==> config.mk <==
export PLATFORM = sky130hd
export DESIGN_NAME = pcrg_top
export DESIGN_NICKNAME = d
export VERILOG_FILES = /design/src/logic/pcrg_pkg.sv /design/src/logic/pcrg_payload_norm.sv /design/src/logic/pcrg_top.sv
export SDC_FILE = /design/constraint.sdc
export NUM_CORES = 1
export LEC_CHECK = 0
export BUFFER_PORTS_ARGS = -buffer_cell sky130_fd_sc_hd__buf_2
export CORE_AREA = 2 2 58 87
export CTS_BUF_LIST = sky130_fd_sc_hd__clkbuf_4 sky130_fd_sc_hd__clkbuf_8 sky130_fd_sc_hd__clkbuf_16
export CTS_CLUSTER_DIAMETER = 40
export DETAILED_ROUTE_END_ITERATION = 16
export DIE_AREA = 0 0 60 89
export PLACE_DENSITY = 0.82
export SETUP_SLACK_MARGIN = 0.3
export SYNTH_ARGS = -nofsm -noshare
export SYNTH_HDL_FRONTEND = slang
export SYNTH_SLANG_ARGS = --single-unit
==> constraint.sdc <==
create_clock -name clk_i -period 5.5 [get_ports clk_i]
set_input_delay 0.825 -clock clk_i [delete_from_list [all_inputs] [get_ports clk_i]]
set_output_delay 0.825 -clock clk_i [all_outputs]
set_load 0.03 [all_outputs]
==> src/logic/pcrg_pkg.sv <==
// constants for the express capability register block
package pcrg_pkg;

	// ----------------------------------------------------------------
	// bus geometry
	// ----------------------------------------------------------------
	localparam int ADDR_W = 8;
	localparam int DATA_W = 32;

	// ----------------------------------------------------------------
	// register byte offsets
	// ----------------------------------------------------------------
	localparam logic [7:0] OFS_CTRL = 8'h00;
	localparam logic [7:0] OFS_STATUS = 8'h04;
	localparam logic [7:0] OFS_CAP_HEADER = 8'h40;
	localparam logic [7:0] OFS_DEV_CAPS = 8'h44;

	// ----------------------------------------------------------------
	// capability header fields
	// ----------------------------------------------------------------
	localparam int HDR_ID_LSB = 0;
	localparam int HDR_ID_MSB = 7;
	localparam int HDR_LINK_LSB = 8;
	localparam int HDR_LINK_MSB = 15;
	localparam int HDR_REV_LSB = 16;
	localparam int HDR_REV_MSB = 19;
	localparam int HDR_TYPE_LSB = 20;
	localparam int HDR_TYPE_MSB = 23;
	localparam int HDR_SLOT_BIT = 24;
	localparam int HDR_MSGIDX_LSB = 25;
	localparam int HDR_MSGIDX_MSB = 29;
	localparam int HDR_RSVD_LSB = 30;
	localparam int HDR_RSVD_MSB = 31;

	localparam logic [7:0] CAPABILITY_IDENTIFIER = 8'h10;
	localparam logic [7:0] NEXT_LINK_RST = 8'h00;
	localparam logic [3:0] REVISION_RST = 4'h2;
	localparam logic [3:0] TYPE_UPSTREAM = 4'h5;
	localparam logic [3:0] TYPE_DOWNSTREAM = 4'h6;
	localparam logic SLOT_RST = 1'b0;
	localparam logic [4:0] MSG_INDEX_VALUE = 5'h00;

	// ----------------------------------------------------------------
	// device capabilities fields
	// ----------------------------------------------------------------
	localparam int DC_PAYLOAD_LSB = 0;
	localparam int DC_PAYLOAD_MSB = 2;
	localparam int DC_FUNCBITS_LSB = 3;
	localparam int DC_FUNCBITS_MSB = 4;
	localparam int DC_WIDETAG_BIT = 5;
	localparam int DC_LIGHT_LSB = 6;
	localparam int DC_LIGHT_MSB = 8;
	localparam int DC_DEEP_LSB = 9;
	localparam int DC_DEEP_MSB = 11;
	localparam int DC_BUTTON_BIT = 12;
	localparam int DC_ATTN_LAMP_BIT = 13;
	localparam int DC_POWER_LAMP_BIT = 14;

	localparam logic [2:0] PAYLOAD_RST = 3'h4;
	localparam logic [2:0] PAYLOAD_128 = 3'h0;
	localparam logic [2:0] PAYLOAD_LAST_VALID = 3'h5;
	localparam logic [1:0] FUNCBITS_VALUE = 2'h0;
	localparam logic WIDETAG_RST = 1'b1;
	localparam logic [2:0] LIGHT_SLEEP_VALUE = 3'h0;
	localparam logic [2:0] DEEP_SLEEP_VALUE = 3'h0;

	// ----------------------------------------------------------------
	// local control and status fields
	// ----------------------------------------------------------------
	localparam int CTRL_UNLOCK_BIT = 0;
	localparam logic CTRL_UNLOCK_RST = 1'b0;
	localparam int STAT_UPSTREAM_BIT = 0;
	localparam int STAT_UNLOCKED_BIT = 1;
	localparam int STAT_REFUSED_BIT = 2;

	// ----------------------------------------------------------------
	// register select and bus handshake state
	// ----------------------------------------------------------------
	typedef enum logic [4:0] {
		SEL_NONE = 5'b00001,
		SEL_CTRL = 5'b00010,
		SEL_STATUS = 5'b00100,
		SEL_HEADER = 5'b01000,
		SEL_DEVCAP = 5'b10000
	} pcrg_sel_e;

	typedef enum logic [1:0] {
		ST_IDLE = 2'b01,
		ST_ANSWER = 2'b10
	} pcrg_state_e;

endpackage

==> src/logic/pcrg_payload_norm.sv <==
// maps the stored payload code onto the code the port logic acts on
`timescale 1ns/1ps

module pcrg_payload_norm (
	input wire logic clk_i,
	input wire logic rst_i,
	input wire logic [2:0] code_i,
	output logic [2:0] code_o
);

	// ----------------------------------------------------------------
	// normalisation
	// ----------------------------------------------------------------
	logic [2:0] code_d;
	logic [2:0] code_q;

	// reserved codes fall back to the smallest payload
	always_comb begin
		if (code_i > pcrg_pkg::PAYLOAD_LAST_VALID) begin
			code_d = pcrg_pkg::PAYLOAD_128;
		end else begin
			code_d = code_i;
		end
	end

	// registered so the consumer sees a clean level
	always_ff @(posedge clk_i) begin
		if (rst_i) begin
			code_q <= pcrg_pkg::PAYLOAD_RST;
		end else begin
			code_q <= code_d;
		end
	end

	assign code_o = code_q;

endmodule

==> src/logic/pcrg_top.sv <==
// express capability header and device capabilities, wishbone slave
//
// Register access over Wishbone was decided locally.
`timescale 1ns/1ps

module pcrg_top (
	input wire logic clk_i,
	input wire logic rst_i,
	input wire logic wb_cyc_i,
	input wire logic wb_stb_i,
	input wire logic wb_we_i,
	input wire logic [7:0] wb_adr_i,
	input wire logic [3:0] wb_sel_i,
	input wire logic [31:0] wb_dat_i,
	output logic [31:0] wb_dat_o,
	output logic wb_ack_o,
	output logic wb_err_o,
	input wire logic port_upstream_i,
	output logic port_upstream_o,
	output logic slot_present_o,
	output logic [2:0] payload_code_o,
	output logic wide_tag_o
);

	// ----------------------------------------------------------------
	// address decode
	// ----------------------------------------------------------------

	// shared by the read path and the write path
	// misaligned offsets fall out as unmapped, so they end in err
	function automatic pcrg_pkg::pcrg_sel_e decode_sel(input logic [7:0] adr);
		pcrg_pkg::pcrg_sel_e s;
		s = pcrg_pkg::SEL_NONE;
		if (adr[1:0] == 2'h0) begin
			if (adr == pcrg_pkg::OFS_CTRL) begin
				s = pcrg_pkg::SEL_CTRL;
			end else if (adr == pcrg_pkg::OFS_STATUS) begin
				s = pcrg_pkg::SEL_STATUS;
			end else if (adr == pcrg_pkg::OFS_CAP_HEADER) begin
				s = pcrg_pkg::SEL_HEADER;
			end else if (adr == pcrg_pkg::OFS_DEV_CAPS) begin
				s = pcrg_pkg::SEL_DEVCAP;
			end
		end
		return s;
	endfunction

	// byte-lane merge for writable fields
	function automatic logic [31:0] lane_merge(input logic [31:0] old_v,
		input logic [31:0] new_v, input logic [3:0] sel);
		logic [31:0] r;
		r = old_v;
		for (int i = 0; i < 4; i++) begin
			if (sel[i]) begin
				r[i*8 +: 8] = new_v[i*8 +: 8];
			end
		end
		return r;
	endfunction

	// ----------------------------------------------------------------
	// state
	// ----------------------------------------------------------------
	// bus answer registers
	pcrg_pkg::pcrg_state_e state_q;
	pcrg_pkg::pcrg_state_e state_d;
	logic ack_q;
	logic ack_d;
	logic err_q;
	logic err_d;
	logic [31:0] rdata_q;
	logic [31:0] rdata_d;

	// port role and local control state
	logic upstream_q;
	logic upstream_d;
	logic unlock_q;
	logic unlock_d;
	logic refused_q;
	logic refused_d;

	// capability fields software may rewrite while unlocked
	logic [7:0] next_link_q;
	logic [7:0] next_link_d;
	logic [3:0] revision_q;
	logic [3:0] revision_d;
	logic slot_q;
	logic slot_d;
	logic [2:0] payload_q;
	logic [2:0] payload_d;
	logic wide_tag_q;
	logic wide_tag_d;

	// combinational helpers
	logic req;
	logic wr_commit;
	logic [31:0] merged;
	logic [31:0] header_view;
	logic [31:0] devcap_view;
	logic [31:0] status_view;
	pcrg_pkg::pcrg_sel_e sel;
	logic [2:0] payload_norm;

	// ----------------------------------------------------------------
	// register views
	// ----------------------------------------------------------------
	// reserved payload codes read back exactly as written; only the port
	// logic sees them folded, so software can still tell what it stored

	// capability header as software sees it
	// type follows the strap caught in reset, never the live pin
	always_comb begin
		header_view = 32'h0000_0000; // reserved top bits stay zero
		header_view[pcrg_pkg::HDR_ID_MSB:pcrg_pkg::HDR_ID_LSB] =
			pcrg_pkg::CAPABILITY_IDENTIFIER;
		header_view[pcrg_pkg::HDR_LINK_MSB:pcrg_pkg::HDR_LINK_LSB] = next_link_q;
		header_view[pcrg_pkg::HDR_REV_MSB:pcrg_pkg::HDR_REV_LSB] = revision_q;
		if (upstream_q) begin
			header_view[pcrg_pkg::HDR_TYPE_MSB:pcrg_pkg::HDR_TYPE_LSB] =
				pcrg_pkg::TYPE_UPSTREAM;
		end else begin
			header_view[pcrg_pkg::HDR_TYPE_MSB:pcrg_pkg::HDR_TYPE_LSB] =
				pcrg_pkg::TYPE_DOWNSTREAM;
		end
		header_view[pcrg_pkg::HDR_SLOT_BIT] = slot_q;
		header_view[pcrg_pkg::HDR_MSGIDX_MSB:pcrg_pkg::HDR_MSGIDX_LSB] =
			pcrg_pkg::MSG_INDEX_VALUE; // single vector only
	end

	// lower device capabilities; bits 15 and up belong elsewhere
	always_comb begin
		devcap_view = 32'h0000_0000;
		devcap_view[pcrg_pkg::DC_PAYLOAD_MSB:pcrg_pkg::DC_PAYLOAD_LSB] = payload_q;
		devcap_view[pcrg_pkg::DC_FUNCBITS_MSB:pcrg_pkg::DC_FUNCBITS_LSB] =
			pcrg_pkg::FUNCBITS_VALUE;
		devcap_view[pcrg_pkg::DC_WIDETAG_BIT] = wide_tag_q;
		devcap_view[pcrg_pkg::DC_LIGHT_MSB:pcrg_pkg::DC_LIGHT_LSB] =
			pcrg_pkg::LIGHT_SLEEP_VALUE; // endpoint-only field
		devcap_view[pcrg_pkg::DC_DEEP_MSB:pcrg_pkg::DC_DEEP_LSB] =
			pcrg_pkg::DEEP_SLEEP_VALUE; // endpoint-only field
		devcap_view[pcrg_pkg::DC_BUTTON_BIT] = 1'b0;
		devcap_view[pcrg_pkg::DC_ATTN_LAMP_BIT] = 1'b0;
		devcap_view[pcrg_pkg::DC_POWER_LAMP_BIT] = 1'b0;
	end

	// local status word
	always_comb begin
		status_view = 32'h0000_0000;
		status_view[pcrg_pkg::STAT_UPSTREAM_BIT] = upstream_q;
		status_view[pcrg_pkg::STAT_UNLOCKED_BIT] = unlock_q;
		status_view[pcrg_pkg::STAT_REFUSED_BIT] = refused_q;
	end

	// ----------------------------------------------------------------
	// bus handshake
	// ----------------------------------------------------------------
	// every access takes two cycles: taken on one edge, answered on the next;
	// a strobe still high in the answer cycle is ignored, which costs a
	// cycle between accesses but never answers one request twice

	// one answer per request, a cycle after it is taken; the answer state forces ack to drop
	always_comb begin
		req = wb_cyc_i && wb_stb_i;
		sel = decode_sel(wb_adr_i);
		state_d = state_q;
		ack_d = 1'b0;
		err_d = 1'b0;
		rdata_d = rdata_q;
		wr_commit = 1'b0;
		unique case (state_q)
			pcrg_pkg::ST_IDLE: begin
				if (req) begin
					state_d = pcrg_pkg::ST_ANSWER;
					ack_d = (sel != pcrg_pkg::SEL_NONE);
					// err answers carry zero data so no stale word leaks out
					err_d = (sel == pcrg_pkg::SEL_NONE);
					wr_commit = wb_we_i && (sel != pcrg_pkg::SEL_NONE);
					unique case (sel)
						pcrg_pkg::SEL_CTRL: rdata_d = {31'h0000_0000, unlock_q};
						pcrg_pkg::SEL_STATUS: rdata_d = status_view;
						pcrg_pkg::SEL_HEADER: rdata_d = header_view;
						pcrg_pkg::SEL_DEVCAP: rdata_d = devcap_view;
						default: rdata_d = 32'h0000_0000;
					endcase
				end
			end
			pcrg_pkg::ST_ANSWER: begin
				// wait one cycle so back-to-back strobes are not answered twice
				state_d = pcrg_pkg::ST_IDLE;
			end
			default: begin
				state_d = pcrg_pkg::ST_IDLE;
			end
		endcase
	end

	// answer registers; reset clears ack and err so no stray pulse follows it
	always_ff @(posedge clk_i) begin
		if (rst_i) begin
			state_q <= pcrg_pkg::ST_IDLE;
			ack_q <= 1'b0;
			err_q <= 1'b0;
			rdata_q <= 32'h0000_0000;
		end else begin
			state_q <= state_d;
			ack_q <= ack_d;
			err_q <= err_d;
			rdata_q <= rdata_d;
		end
	end

	// ----------------------------------------------------------------
	// writable fields
	// ----------------------------------------------------------------
	// a refused write is still acked so software never stalls; the sticky
	// status bit is the only trace it leaves

	// locked fields only change while the unlock bit is set
	always_comb begin
		merged = lane_merge(32'h0000_0000, wb_dat_i, wb_sel_i);
		unlock_d = unlock_q;
		next_link_d = next_link_q;
		revision_d = revision_q;
		slot_d = slot_q;
		payload_d = payload_q;
		wide_tag_d = wide_tag_q;
		refused_d = refused_q;
		if (wr_commit) begin
			unique case (sel)
				pcrg_pkg::SEL_CTRL: begin
					// only bit 0 of lane 0 has storage behind it
					if (wb_sel_i[0]) begin
						unlock_d = merged[pcrg_pkg::CTRL_UNLOCK_BIT];
					end
				end
				pcrg_pkg::SEL_STATUS: begin
					if (wb_sel_i[0] && merged[pcrg_pkg::STAT_REFUSED_BIT]) begin
						refused_d = 1'b0;
					end
				end
				pcrg_pkg::SEL_HEADER: begin
					// id, type, index and top bits ignore writes
					if (!unlock_q) begin
						refused_d = 1'b1;
					end else begin
						if (wb_sel_i[1]) begin
							next_link_d = merged[pcrg_pkg::HDR_LINK_MSB:pcrg_pkg::HDR_LINK_LSB];
						end
						if (wb_sel_i[2]) begin
							revision_d = merged[pcrg_pkg::HDR_REV_MSB:pcrg_pkg::HDR_REV_LSB];
						end
						if (wb_sel_i[3]) begin
							// an upstream port never claims a slot
							slot_d = merged[pcrg_pkg::HDR_SLOT_BIT] && !upstream_q;
						end
					end
				end
				pcrg_pkg::SEL_DEVCAP: begin
					if (!unlock_q) begin
						refused_d = 1'b1;
					end else if (wb_sel_i[0]) begin
						// payload code and wide tag share lane 0, so they move together
						payload_d = merged[pcrg_pkg::DC_PAYLOAD_MSB:pcrg_pkg::DC_PAYLOAD_LSB];
						wide_tag_d = merged[pcrg_pkg::DC_WIDETAG_BIT];
					end
				end
				default: begin
				end
			endcase
		end
	end

	// port role is caught while reset is held, so it cannot glitch later
	always_comb begin
		upstream_d = upstream_q;
		if (rst_i) begin
			upstream_d = port_upstream_i;
		end
	end

	// no reset branch: the capture above is what sets this flop in reset
	always_ff @(posedge clk_i) begin
		upstream_q <= upstream_d;
	end

	// reset values of the rewritable fields; the unlock bit starts clear
	always_ff @(posedge clk_i) begin
		if (rst_i) begin
			unlock_q <= pcrg_pkg::CTRL_UNLOCK_RST;
			refused_q <= 1'b0;
			next_link_q <= pcrg_pkg::NEXT_LINK_RST;
			revision_q <= pcrg_pkg::REVISION_RST;
			slot_q <= pcrg_pkg::SLOT_RST;
			payload_q <= pcrg_pkg::PAYLOAD_RST;
			wide_tag_q <= pcrg_pkg::WIDETAG_RST;
		end else begin
			unlock_q <= unlock_d;
			refused_q <= refused_d;
			next_link_q <= next_link_d;
			revision_q <= revision_d;
			slot_q <= slot_d;
			payload_q <= payload_d;
			wide_tag_q <= wide_tag_d;
		end
	end

	// ----------------------------------------------------------------
	// outputs to the port logic
	// ----------------------------------------------------------------

	// the port logic sees reserved payload codes already folded
	// and one cycle after the register changes, as the fold is registered
	pcrg_payload_norm u_norm (
		.clk_i(clk_i),
		.rst_i(rst_i),
		.code_i(payload_q),
		.code_o(payload_norm)
	);

	// every pin below is a flop output with no logic in between
	assign wb_dat_o = rdata_q;
	assign wb_ack_o = ack_q;
	assign wb_err_o = err_q;
	assign port_upstream_o = upstream_q;
	assign slot_present_o = slot_q;
	assign payload_code_o = payload_norm;
	assign wide_tag_o = wide_tag_q;

endmodule

After elaboration in Yosys (flattened, before gate mapping)
Cells that the tools add are included.

Register bits after elaboration: 59. Word-level logic and storage cells: 63. Output and inout bits: 40. Bits of input ports: 50.

Equal/unequal tests: 12. Bitwise logic cells: 2. Magnitude comparators: 1. Multiplexer cells: 15. Reductions and logical operators: 19.

Operators with widths (number): $pmux W25 S4 (1); $mux W5 (5); $reduce_and A4 Y1 (5); $eq A8 B7 Y1 const B (2); $eq A8 B3 Y1 const B (1); $logic_not A8 Y1 (1); $mux W6 (1); $reduce_or A2 Y1 (3); $eq A5 B1 Y1 const B (1); $eq A5 B2 Y1 const B (1); $eq A5 B3 Y1 const B (1); $eq A5 B4 Y1 const B (1); $eq A5 B5 Y1 const B (1); $mux W1 (5); $ne A5 B1 Y1 const B (1); $logic_and A1 B1 Y1 (4); $ne A2 B2 Y1 const B (2); $gt A3 B3 Y1 const B (1); $mux W3 (1); $reduce_and A3 Y1 (1); $reduce_or A3 Y1 (1); $eq A2 B1 Y1 const B (1); $logic_not A2 Y1 (1); $mux W2 (1); 5 further kinds (6).

Longest topological paths before layout
Gate-level depths: netlist (run 1).

Word-level depth: 11. Gate-level depth with buffers: 7. Gate-level depth less buffers: 4.

Hierarchy
A second synthesis (run 1) with hierarchy kept.

Cell total of the unflattened synthesis: 218. Area total of the unflattened synthesis: 1965.6 µm².

Modules (own cells, without submodules): pcrg_top (seq. area each 890.9 µm², times used 1, cells each 210, area each 1876.8 µm²); pcrg_payload_norm (seq. area each 60.1 µm², times used 1, cells each 8, area each 88.8 µm²).

Least setup slack after synthesis (run 1)
OpenSTA, ideal clock, no wires.

Kind: input to register. Start point: in wb_adr_i[6]. End point: reg next_link_q[0]. Setup time: 128 ps. Cell stages on the path: 6. Arrival: 2340 ps. Buffers on the path: 2. Setup slack: 3032 ps. Data required time: 5372 ps. Cell sequence: buf_4 -> or4b_1 -> buf_6 -> nor4_4 -> mux2i_1 -> nor2_1.

Longest elaborated chain between the ends: 11. Elaborated cells between the ends (all ways): 15. Those cells by class: 5 x eq/ne; 7 x mux; 3 x reduce/logical.

RTL lines: start, declared (RTL line pcrg_top.sv:12) `input wire logic [7:0] wb_adr_i,`; $eq A8 B7 Y1 (RTL line pcrg_top.sv:41) `end else if (adr == pcrg_pkg::OFS_DEV_CAPS) begin`; $mux W5 (RTL line pcrg_top.sv:41); $mux W5 (RTL line pcrg_top.sv:39) `end else if (adr == pcrg_pkg::OFS_CAP_HEADER) begin`; $mux W5 (RTL line pcrg_top.sv:37) `end else if (adr == pcrg_pkg::OFS_STATUS) begin`; $mux W5 (*) (RTL line pcrg_top.sv:35) `if (adr == pcrg_pkg::OFS_CTRL) begin`; $mux W5 (*) (RTL line pcrg_top.sv:34) `if (adr[1:0] == 2'h0) begin`; $ne A5 B1 Y1 (RTL line pcrg_top.sv:177) `wr_commit = wb_we_i && (sel != pcrg_pkg::SEL_NONE);`; $logic_and A1 B1 Y1 (RTL line pcrg_top.sv:177); $mux W1 (RTL line pcrg_top.sv:172) `if (req) begin`; $mux W1 (RTL line pcrg_top.sv:170) `unique case (state_q)`; $reduce_and A4 Y1 (no source line) (*); end signal, assigned (RTL line pcrg_top.sv:291) `next_link_q <= pcrg_pkg::NEXT_LINK_RST;`; end signal, assigned (RTL line pcrg_top.sv:299) `next_link_q <= next_link_d;`; end, declared (RTL line pcrg_top.sv:83) `logic [7:0] next_link_q;`.

Every way passes the cells marked *; elsewhere a longest branch is shown, timed or not. A chain may end at the register's enable or synchronous reset.

Worst setup path after layout (run 1)
Start point: in wb_adr_i[5]. End point: reg next_link_q[3].

Same word-level chain as after synthesis.

==> flow_metrics.tcl, run 1 <==
set metrics [dict create \
    yosys.area.top_type "dfxtp_1" \
    cp_num_buf_inv 1 \
    io_pins 90 \
    grt_overflow_total 0 \
    hp-start "wb_dat_o[5]" \
    die_h_um 89 \
    grt_usage_pct 15.1 \
    drtIter0Drc 77 \
    synthArstFlopShare_pct 0 \
    max_freq_mhz 384 \
    dp.final_hpwl_um 2880 \
    tns_ns 0 \
    period_minus_slack_ns 2.60 \
    seq_area_frac_synth_pct 50.0 \
    rsz0062_at_grt "false" \
    worst-path-max-fanout 8 \
    numCtsBuffers 5 \
    antenna_found_initial 0 \
    grt_pass1_vias 1369 \
    port_buffers 63 \
    synth_most_common_cell "dfxtp_1" \
    finalCritPeriodShare_pct 47.3 \
    r2r-start "state_q[1]" \
    fill_cells 439 \
    r2r_end "next_link_q[3]" \
    crit_type "input port to flip-flop" \
    synth_area_per_cell_um2 9.96 \
    wire_per_inst_um 12.5 \
    postCtsHoldBufs 0 \
    numClockSinks 47 \
    holdWs_ns 0.454 \
    fin_nets 299 \
    cp_data_arrival_time_ns 2.75 \
    irDropWorstVdd_mv 0.188 \
    diodes 0 \
    synth.top_cells.by_count "dfxtp_1, nor2_1, mux2i_1" \
    synth_area_leaders "dfxtp_1, mux2i_1, nor2_1" \
    finalWirelength_um 3930 \
    drc_errors 0 \
    dp_slack_ns 2.56 \
    die_area_mm2 0.00534 \
    hold_path.class "flip-flop to flip-flop" \
    htree_levels 2 \
    ff2ff_path_depth 5 \
    multi_input_area_um2 823 \
    routed_via_density 4.84 \
    cts_buffer_depth 2 \
    drive_gt1_share_pct 30.8 \
    synth.top_cell.area_share_pct 48.4 \
    setup_violations 0 \
    first_pass_iters 4 \
    cts_root_buf "clkbuf_8" \
    postCtsSetupRepairBufs 0 \
    end_kind "flip-flop" \
    grt_pass1_wl_um 6060 \
    rows 30 \
    r2r_slack_ns 3.60 \
    hold_viol_final 0 \
    gp_congestion 0.938 \
    cap_violations 0 \
    syn_inst 191 \
    max_stage_delay_ns 0.76 \
    cp_top_family "simple AND/OR/NAND/NOR gates" \
    core_area_mm2 0.00454 \
    relSlewSlack_pct 39.5 \
    cellLeakagePower_nw 0.977 \
    insertion_delay_ns 0.29 \
    cp_cell_sequence "buf_2 > or4b_1 > nor4_4 > mux2i_1 > nor2_1" \
    finalPower_mw 0.585 \
    worst_slack_ns 2.90 \
    ys_ff_latch 47 \
    die_x_um 60 \
    slew_violations 0 \
    cts_tree "built" \
    antenna_left 0 \
    crit_required_ns 5.65 \
    clk_pin_slew_ns 0.08 \
    grt_max_degree 40 \
    yosysWarnings 0 \
    whs_path_depth 2 \
    via_count 1519 \
    syn2layout_area_growth_pct 20.0 \
    seq_area_um2 951 \
    min_to "wb_dat_o[5]" \
    fin_skew_ns 0.00730 \
    power_density_mw_per_mm2 256 \
    utilization_pct 50.3 \
    synth-edff-count 1 \
    worstMarginPinSlew_ns 0.901 \
    status "completed" \
    ys_types 34 \
    ys.flop_type "dfxtp_1" \
    netlist_area_mm2 0.00190 \
    post_cts_resize_count 0 \
    crit_slowest_cell "or4b_1" \
    start_util_pct 41.9 \
    startpoint_type "input port" \
]
==> per-layer routing <==
layer  share of wire (%)  GRT usage, %
met1                  41          16.6
met2                  50          25.9
met3                 6.4          4.34
met4                 2.1          7.88
met5                   0             0
==> logic make-up after synthesis <==
family                 count (synthesis)  share of synthesized area [%]
and+or+nand+nor                       66                           20.4
muxes                                 19                           9.99
other                                  1                          0.197
DFF                                   47                           50.0
buffers and inverters                 29                           8.74
AOI/OAI and AO/OA                     29                           10.7
==> cell usage in the layout (no fill, tap or decap), types with 2 or more instances in the layout <==
cell type	count
buf_2	63
dfxtp_1	46
nor2_1	34
mux2i_1	19
a22oi_1	16
conb_1	11
nand2_1	7
inv_1	6
nor3_1	5
clkbuf_8	5
nand4b_1	4
nor4_4	4
a31oi_1	3
clkinv_2	3
or3_1	2
nand4_1	2
a21oi_1	2
o21ai_1	2
==> final cells by class <==
class	count	area share, %
Timing Repair Buffer	64	14.1
Tap cell	64	3.51
Inverter	6	0.986
Clock buffer	5	3.01
Clock inverter	3	0.658
Sequential cell	47	41.6
Multi-Input combinational cell	125	36.1
==> registers in the layout (all words and copies together) (netlist names) <==
| register | flops |
|---|---|
| next_link_q | 8 |
| payload_q | 3 |
| port_upstream_o | 1 |
| refused_q | 1 |
| revision_q | 4 |
| slot_present_o | 1 |
| state_q | 2 |
| u_norm.code_o | 3 |
| unlock_q | 1 |
| wb_ack_o | 1 |
| wb_dat_o | 20 |
| wb_err_o | 1 |
| wide_tag_o | 1 |
==> worst register-to-register path, delay by kind of cell (launching register included) <==
family                 cells  cell delay, ns
buffers and inverters      1            0.25
multiplexers               1            0.27
AND/OR/NAND/NOR            3            0.94
flip-flops                 1            0.31
==> how the worst max path moves through the flow <==
stage                     start  slack [ns]        endpoint  depth (start not counted)
floorplan           wb_adr_i[6]        3.03  next_link_q[0]                          6
global placement    wb_adr_i[5]        2.62  next_link_q[2]                          5
detailed placement  wb_adr_i[5]        2.56  next_link_q[3]                          5
CTS                 wb_adr_i[5]        2.89  next_link_q[3]                          5
global route        wb_adr_i[5]        2.78  next_link_q[1]                          5
finish              wb_adr_i[5]        2.90  next_link_q[3]                          5
==> report_power, final <==
group          total, mW  switching [mW]  internal (mW)
sequential         0.344         0.00135          0.343
clock              0.194           0.107         0.0870
combinational     0.0465          0.0326         0.0139
total              0.585           0.141          0.444
==> through the flow <==
step           instances  instance area, µm²
2_1_floorplan        201                1940
3_3_place_gp         306                2200
3_5_place_dp         306                2200
4_1_cts              314                2280
5_1_grt              314                2280
6_report             314                2280
Power figures use the tool's default switching activity.
==> run 2: changes to the inputs <==
clock period = 2.7 ns   (was 5.5 ns; I/O delays follow)
==> run 2 against run 1 <==
Combinational power is 100% higher; core utilization rose by 0.33 points; design area increased by 0.66%; die area is the same; global-route usage is 0.23 points higher; total power grew 100%; clock skew shrank 0.0030 ns; critical path type unchanged; critical endpoint is now revision_q[0]; largest power group unchanged.
==> flow_metrics.tcl, run 2 (same netlist as run 1, synthesis figures left out) <==
set metrics [dict create \
    wire_per_inst_um 12.6 \
    finalWirelength_um 3990 \
    largest_reg_flops 20 \
    cp_data_arrival_time_ns 2.09 \
    fill_cells 446 \
    insertion_delay_ns 0.29 \
    grt_overflow_total 0 \
    hold_viol_final 0 \
    postCtsHoldBufs 0 \
    fin_nets 301 \
    syn2layout_area_growth_pct 20.8 \
    finalCritPeriodShare_pct 71.5 \
    diodes 0 \
    routed_via_density 4.91 \
    startpoint_type "input port" \
    postCtsSetupRepairBufs 0 \
    tns_ns 0 \
    gp_congestion 0.911 \
    first_pass_iters 4 \
    irDropWorstVdd_mv 0.316 \
    numClockSinks 47 \
    io_pins 90 \
    drive_gt1_share_pct 31.3 \
    r2r_slack_ns 0.79 \
    cts_tree "built" \
    die_x_um 60 \
    numCtsBuffers 5 \
    relSlewSlack_pct 55.3 \
    crit_type "input port to flip-flop" \
    cellLeakagePower_nw 0.988 \
    rsz0062_at_grt "false" \
    max_freq_mhz 518 \
    dp.final_hpwl_um 2950 \
    r2r-start "state_q[1]" \
    max_stage_delay_ns 0.76 \
    grt_usage_pct 15.4 \
    whs_path_depth 1 \
    power_density_mw_per_mm2 518 \
    period_minus_slack_ns 1.93 \
    mostFrequentLayoutCell "buf_2" \
    die_h_um 89 \
    crit_slowest_cell "or4b_1" \
    post_cts_resize_count 0 \
    status "completed" \
    cp_cell_sequence "buf_2 > or4b_1 > nor4_4 > mux2i_1 > nor2_1" \
    start_util_pct 41.9 \
    grt_pass1_wl_um 6180 \
    r2r_end "wb_dat_o[5]" \
    grt_max_degree 40 \
    drtIter0Drc 66 \
    stdcell_area_mm2 0.00230 \
    placed_area_mm2 0.00221 \
    crit_required_ns 2.86 \
    worst-path-max-fanout 7 \
    via_count 1552 \
    htree_levels 2 \
    fin_skew_ns 0.00434 \
    final_cells 316 \
    min_to "port_upstream_o" \
    antenna_left 0 \
    hold_path.class "input port to flip-flop" \
    cp_num_buf_inv 1 \
    cp_top_family "simple AND/OR/NAND/NOR gates" \
    placed_cells 308 \
    cts_buffer_depth 2 \
    clk_pin_slew_ns 0.08 \
    slew_violations 0 \
    grt_pass1_vias 1383 \
    ff2ff_path_depth 5 \
    mostFrequentLayoutCells "buf_2, dfxtp_1, nor2_1, mux2i_1, a22oi_1" \
    cts_root_buf "clkbuf_8" \
    antenna_found_initial 0 \
    cap_violations 0 \
    hp-start "port_upstream_i" \
    drc_errors 0 \
    core_area_mm2 0.00454 \
    port_buffers 63 \
    worstMarginPinSlew_ns 0.670 \
    rows 30 \
    end_kind "flip-flop" \
    utilization_pct 50.6 \
    die_area_mm2 0.00534 \
    setup_violations 0 \
]
-- run 2: stage by stage --
step	setup WS (ns)	power (mW)	hold slack, ns
floorplan	0.652	0.789	0.442
global placement	0.450	0.811	0.428
detailed placement	0.452	0.812	0.438
CTS	0.775	1.21	0.283
global route	0.530	1.25	0.280
finish	0.768	1.19	0.294
-- run 2: worst max-delay path by stage --
stage,start,end,slack (ns),cells after the start
after floorplan,wb_adr_i[6],next_link_q[0],0.65,6
after global placement,wb_adr_i[5],revision_q[3],0.45,5
after detailed placement,wb_adr_i[5],revision_q[0],0.45,5
after CTS,wb_adr_i[5],revision_q[0],0.78,5
after global routing,state_q[1],wb_dat_o[5],0.53,5
final,wb_adr_i[5],revision_q[0],0.77,5
-- run 2: final cells by class --
| type | count | area, µm² | share of cell area [%] |
|---|---|---|---|
| clock inverter | 3 | 15.0 | 0.653 |
| clock buffer | 5 | 68.8 | 2.99 |
| timing repair buffer | 66 | 338 | 14.7 |
| multi-input combinational | 125 | 823 | 35.8 |
| sequential | 47 | 951 | 41.4 |
| inverter | 6 | 22.5 | 0.980 |
| tap | 64 | 80.1 | 3.48 |
-- run 2: power by group --
part	switching [mW]	internal (mW)	leakage, nW
combinational	0.0663	0.0283	0.560
sequential	0.00276	0.698	0.381
clock	0.218	0.177	0.0477
-- run 2: per-layer routing --
| layer | vias to the layer above | track usage [%] | part of all wire (%) |
|---|---|---|---|
| met3 | 8 | 3.18 | 5.7 |
| met2 | 60 | 25.4 | 51 |
| met5 | - | 0 | 0 |
| met4 | 0 | 7.27 | 2.0 |
| met1 | 711 | 18.8 | 42 |
| li1 | 773 | - | - |
==> run 3: changes to the inputs <==
clock period = 1.95 ns   (was 2.7 ns; I/O delays follow)
==> run 3 against run 2 <==
Routed wire length up 6.7%; combinational power grew 55%; design area increased by 5.3%.
==> flow_metrics.tcl, run 3 (same netlist as run 1, synthesis figures left out) <==
set metrics [dict create \
    highest_layer "met4" \
    cap_violations 0 \
    max_freq_mhz 611 \
    clk_pin_slew_ns 0.08 \
    cp_top_family "simple AND/OR/NAND/NOR gates" \
    io_pins 90 \
    antenna_found_initial 0 \
    hold_viol_final 0 \
    slew_violations 0 \
    fin_nets 308 \
    met3_length_um 195 \
    insertion_delay_ns 0.29 \
    rows 30 \
    setup_violations 0 \
    startpoint_type "input port" \
    gp_congestion 0.866 \
    fill_cells 436 \
    numCtsBuffers 5 \
    m1WireLength_um 1710 \
    antenna_left 0 \
    cts_buffer_depth 2 \
    cp_cell_sequence "buf_2 > or4b_4 > buf_12 > nor4_4 > mux2i_1 > nand2_1" \
    tns_ns 0 \
    grt_overflow_total 0 \
    start_util_pct 41.9 \
    diodes 0 \
    worst-path-max-fanout 6 \
    core_area_mm2 0.00454 \
    status "completed" \
    power_density_mw_per_mm2 702 \
    dp_slack_ns 0.0108 \
    cp_data_arrival_time_ns 1.82 \
    routed-wl-met2_um 2240 \
    worst_slack_ns 0.313 \
    die_h_um 89 \
    die_area_mm2 0.00534 \
    cellLeakagePower_nw 1.04 \
    numClockSinks 47 \
    die_x_um 60 \
    first_pass_iters 4 \
    port_buffers 63 \
    crit_required_ns 2.14 \
    max_stage_delay_ns 0.57 \
    fin_skew_ns 0.00544 \
    crit_slowest_cell "or4b_4" \
    grt_pass1_wl_um 6800 \
    dp.final_hpwl_um 3220 \
    rsz0062_at_grt "true" \
    crit_type "input port to flip-flop" \
    drc_errors 0 \
    grt_max_degree 24 \
    mostFrequentLayoutCells "buf_2, dfxtp_1, nor2_1, mux2i_1, a22oi_1" \
    end_kind "flip-flop" \
    hold_path.class "input port to flip-flop" \
    grt_pass1_vias 1536 \
    drtIter0Drc 67 \
    drive_gt1_share_pct 34.1 \
    period_minus_slack_ns 1.64 \
    htree_levels 2 \
    cts_tree "built" \
    cp_num_buf_inv 2 \
    finalWirelength_um 4260 \
    irDropWorstVdd_mv 0.440 \
    finalCritPeriodShare_pct 84.0 \
    wire_per_inst_um 13.2 \
    cts_root_buf "clkbuf_8" \
    routed_via_density 4.94 \
    largest_reg_flops 20 \
    syn2layout_area_growth_pct 27.2 \
    grt_usage_pct 16.8 \
    mostFrequentLayoutCell "buf_2" \
    via_count 1592 \
]
run 3: cell count changes in the layout (fill, tap and decap cells not counted):
cell,change
buf_12,+4
buf_4,+3
clkbuf_8,+1
clkinv_2,-2
nor4_1,-1
nor4_2,+1
or3_1,-1
or3_4,+1
or4b_1,-1
or4b_4,+1
run 3: per-stage QoR:
step | hold WS (ns) | area (µm²) | total power [mW] | utilization (%) | cells
global route | 0.182 | 2420 | 1.76 | 53.3 | 322
detailed placement | 0.439 | 2300 | 1.14 | 50.7 | 314
CTS | 0.185 | 2390 | 1.71 | 52.6 | 321
finish | 0.191 | 2420 | 1.70 | 53.3 | 322
global placement | 0.432 | 2300 | 1.13 | 50.7 | 314
floorplan | 0.391 | 1970 | 1.09 | - | 201
run 3: worst reg2reg max path, stage by stage, from the launching register on:
cell and delay [ns]:
dfxtp_1 0.32, nand4b_1 0.16, buf_4 0.22, nor4_4 0.44, mux2i_1 0.23, nand2_1 0.07
run 3: what timing repair did:
item,4_1_cts,5_1_grt
buffers inserted,0,1
hold endpoints to repair,0,0
resized for setup,0,2
setup endpoints to repair,0,9
hold buffers,0,0
run 3: worst paths after layout:
kind | end | slack (ns) | from | cells past startpoint
setup / recovery | payload_q[2] | 0.31 | wb_adr_i[7] | 6
hold / removal | port_upstream_o | 0.19 | port_upstream_i | 1
setup reg to reg | payload_q[2] | 0.41 | state_q[1] | 5
hold reg to reg | wb_dat_o[2] | 0.45 | wb_dat_o[2] | 2
run 3: layout make-up:
class | instances | area (µm²) | share of cell area, %
inverters | 6 | 22.5 | 0.931
multi-input cells | 125 | 838 | 34.6
clock inverters | 1 | 5.00 | 0.207
well taps | 64 | 80.1 | 3.31
flip-flops and latches | 47 | 951 | 39.3
clock buffers | 6 | 82.6 | 3.41
repair buffers | 73 | 440 | 18.2
run 3: power breakdown:
group          leakage, nW  internal, mW  total, mW  switching [mW]
Clock               0.0470         0.278      0.581           0.303
Sequential           0.381         0.967      0.970         0.00385
Combinational        0.613        0.0498      0.147          0.0969
Total                 1.04          1.29       1.70           0.403
run 3: routing by layer:
metal | vias to the layer above | GRT usage, %
li1 | 781 | -
met1 | 744 | 18.7
met2 | 57 | 29.6
met3 | 10 | 2.89
met4 | 0 | 8.89
met5 | - | 0
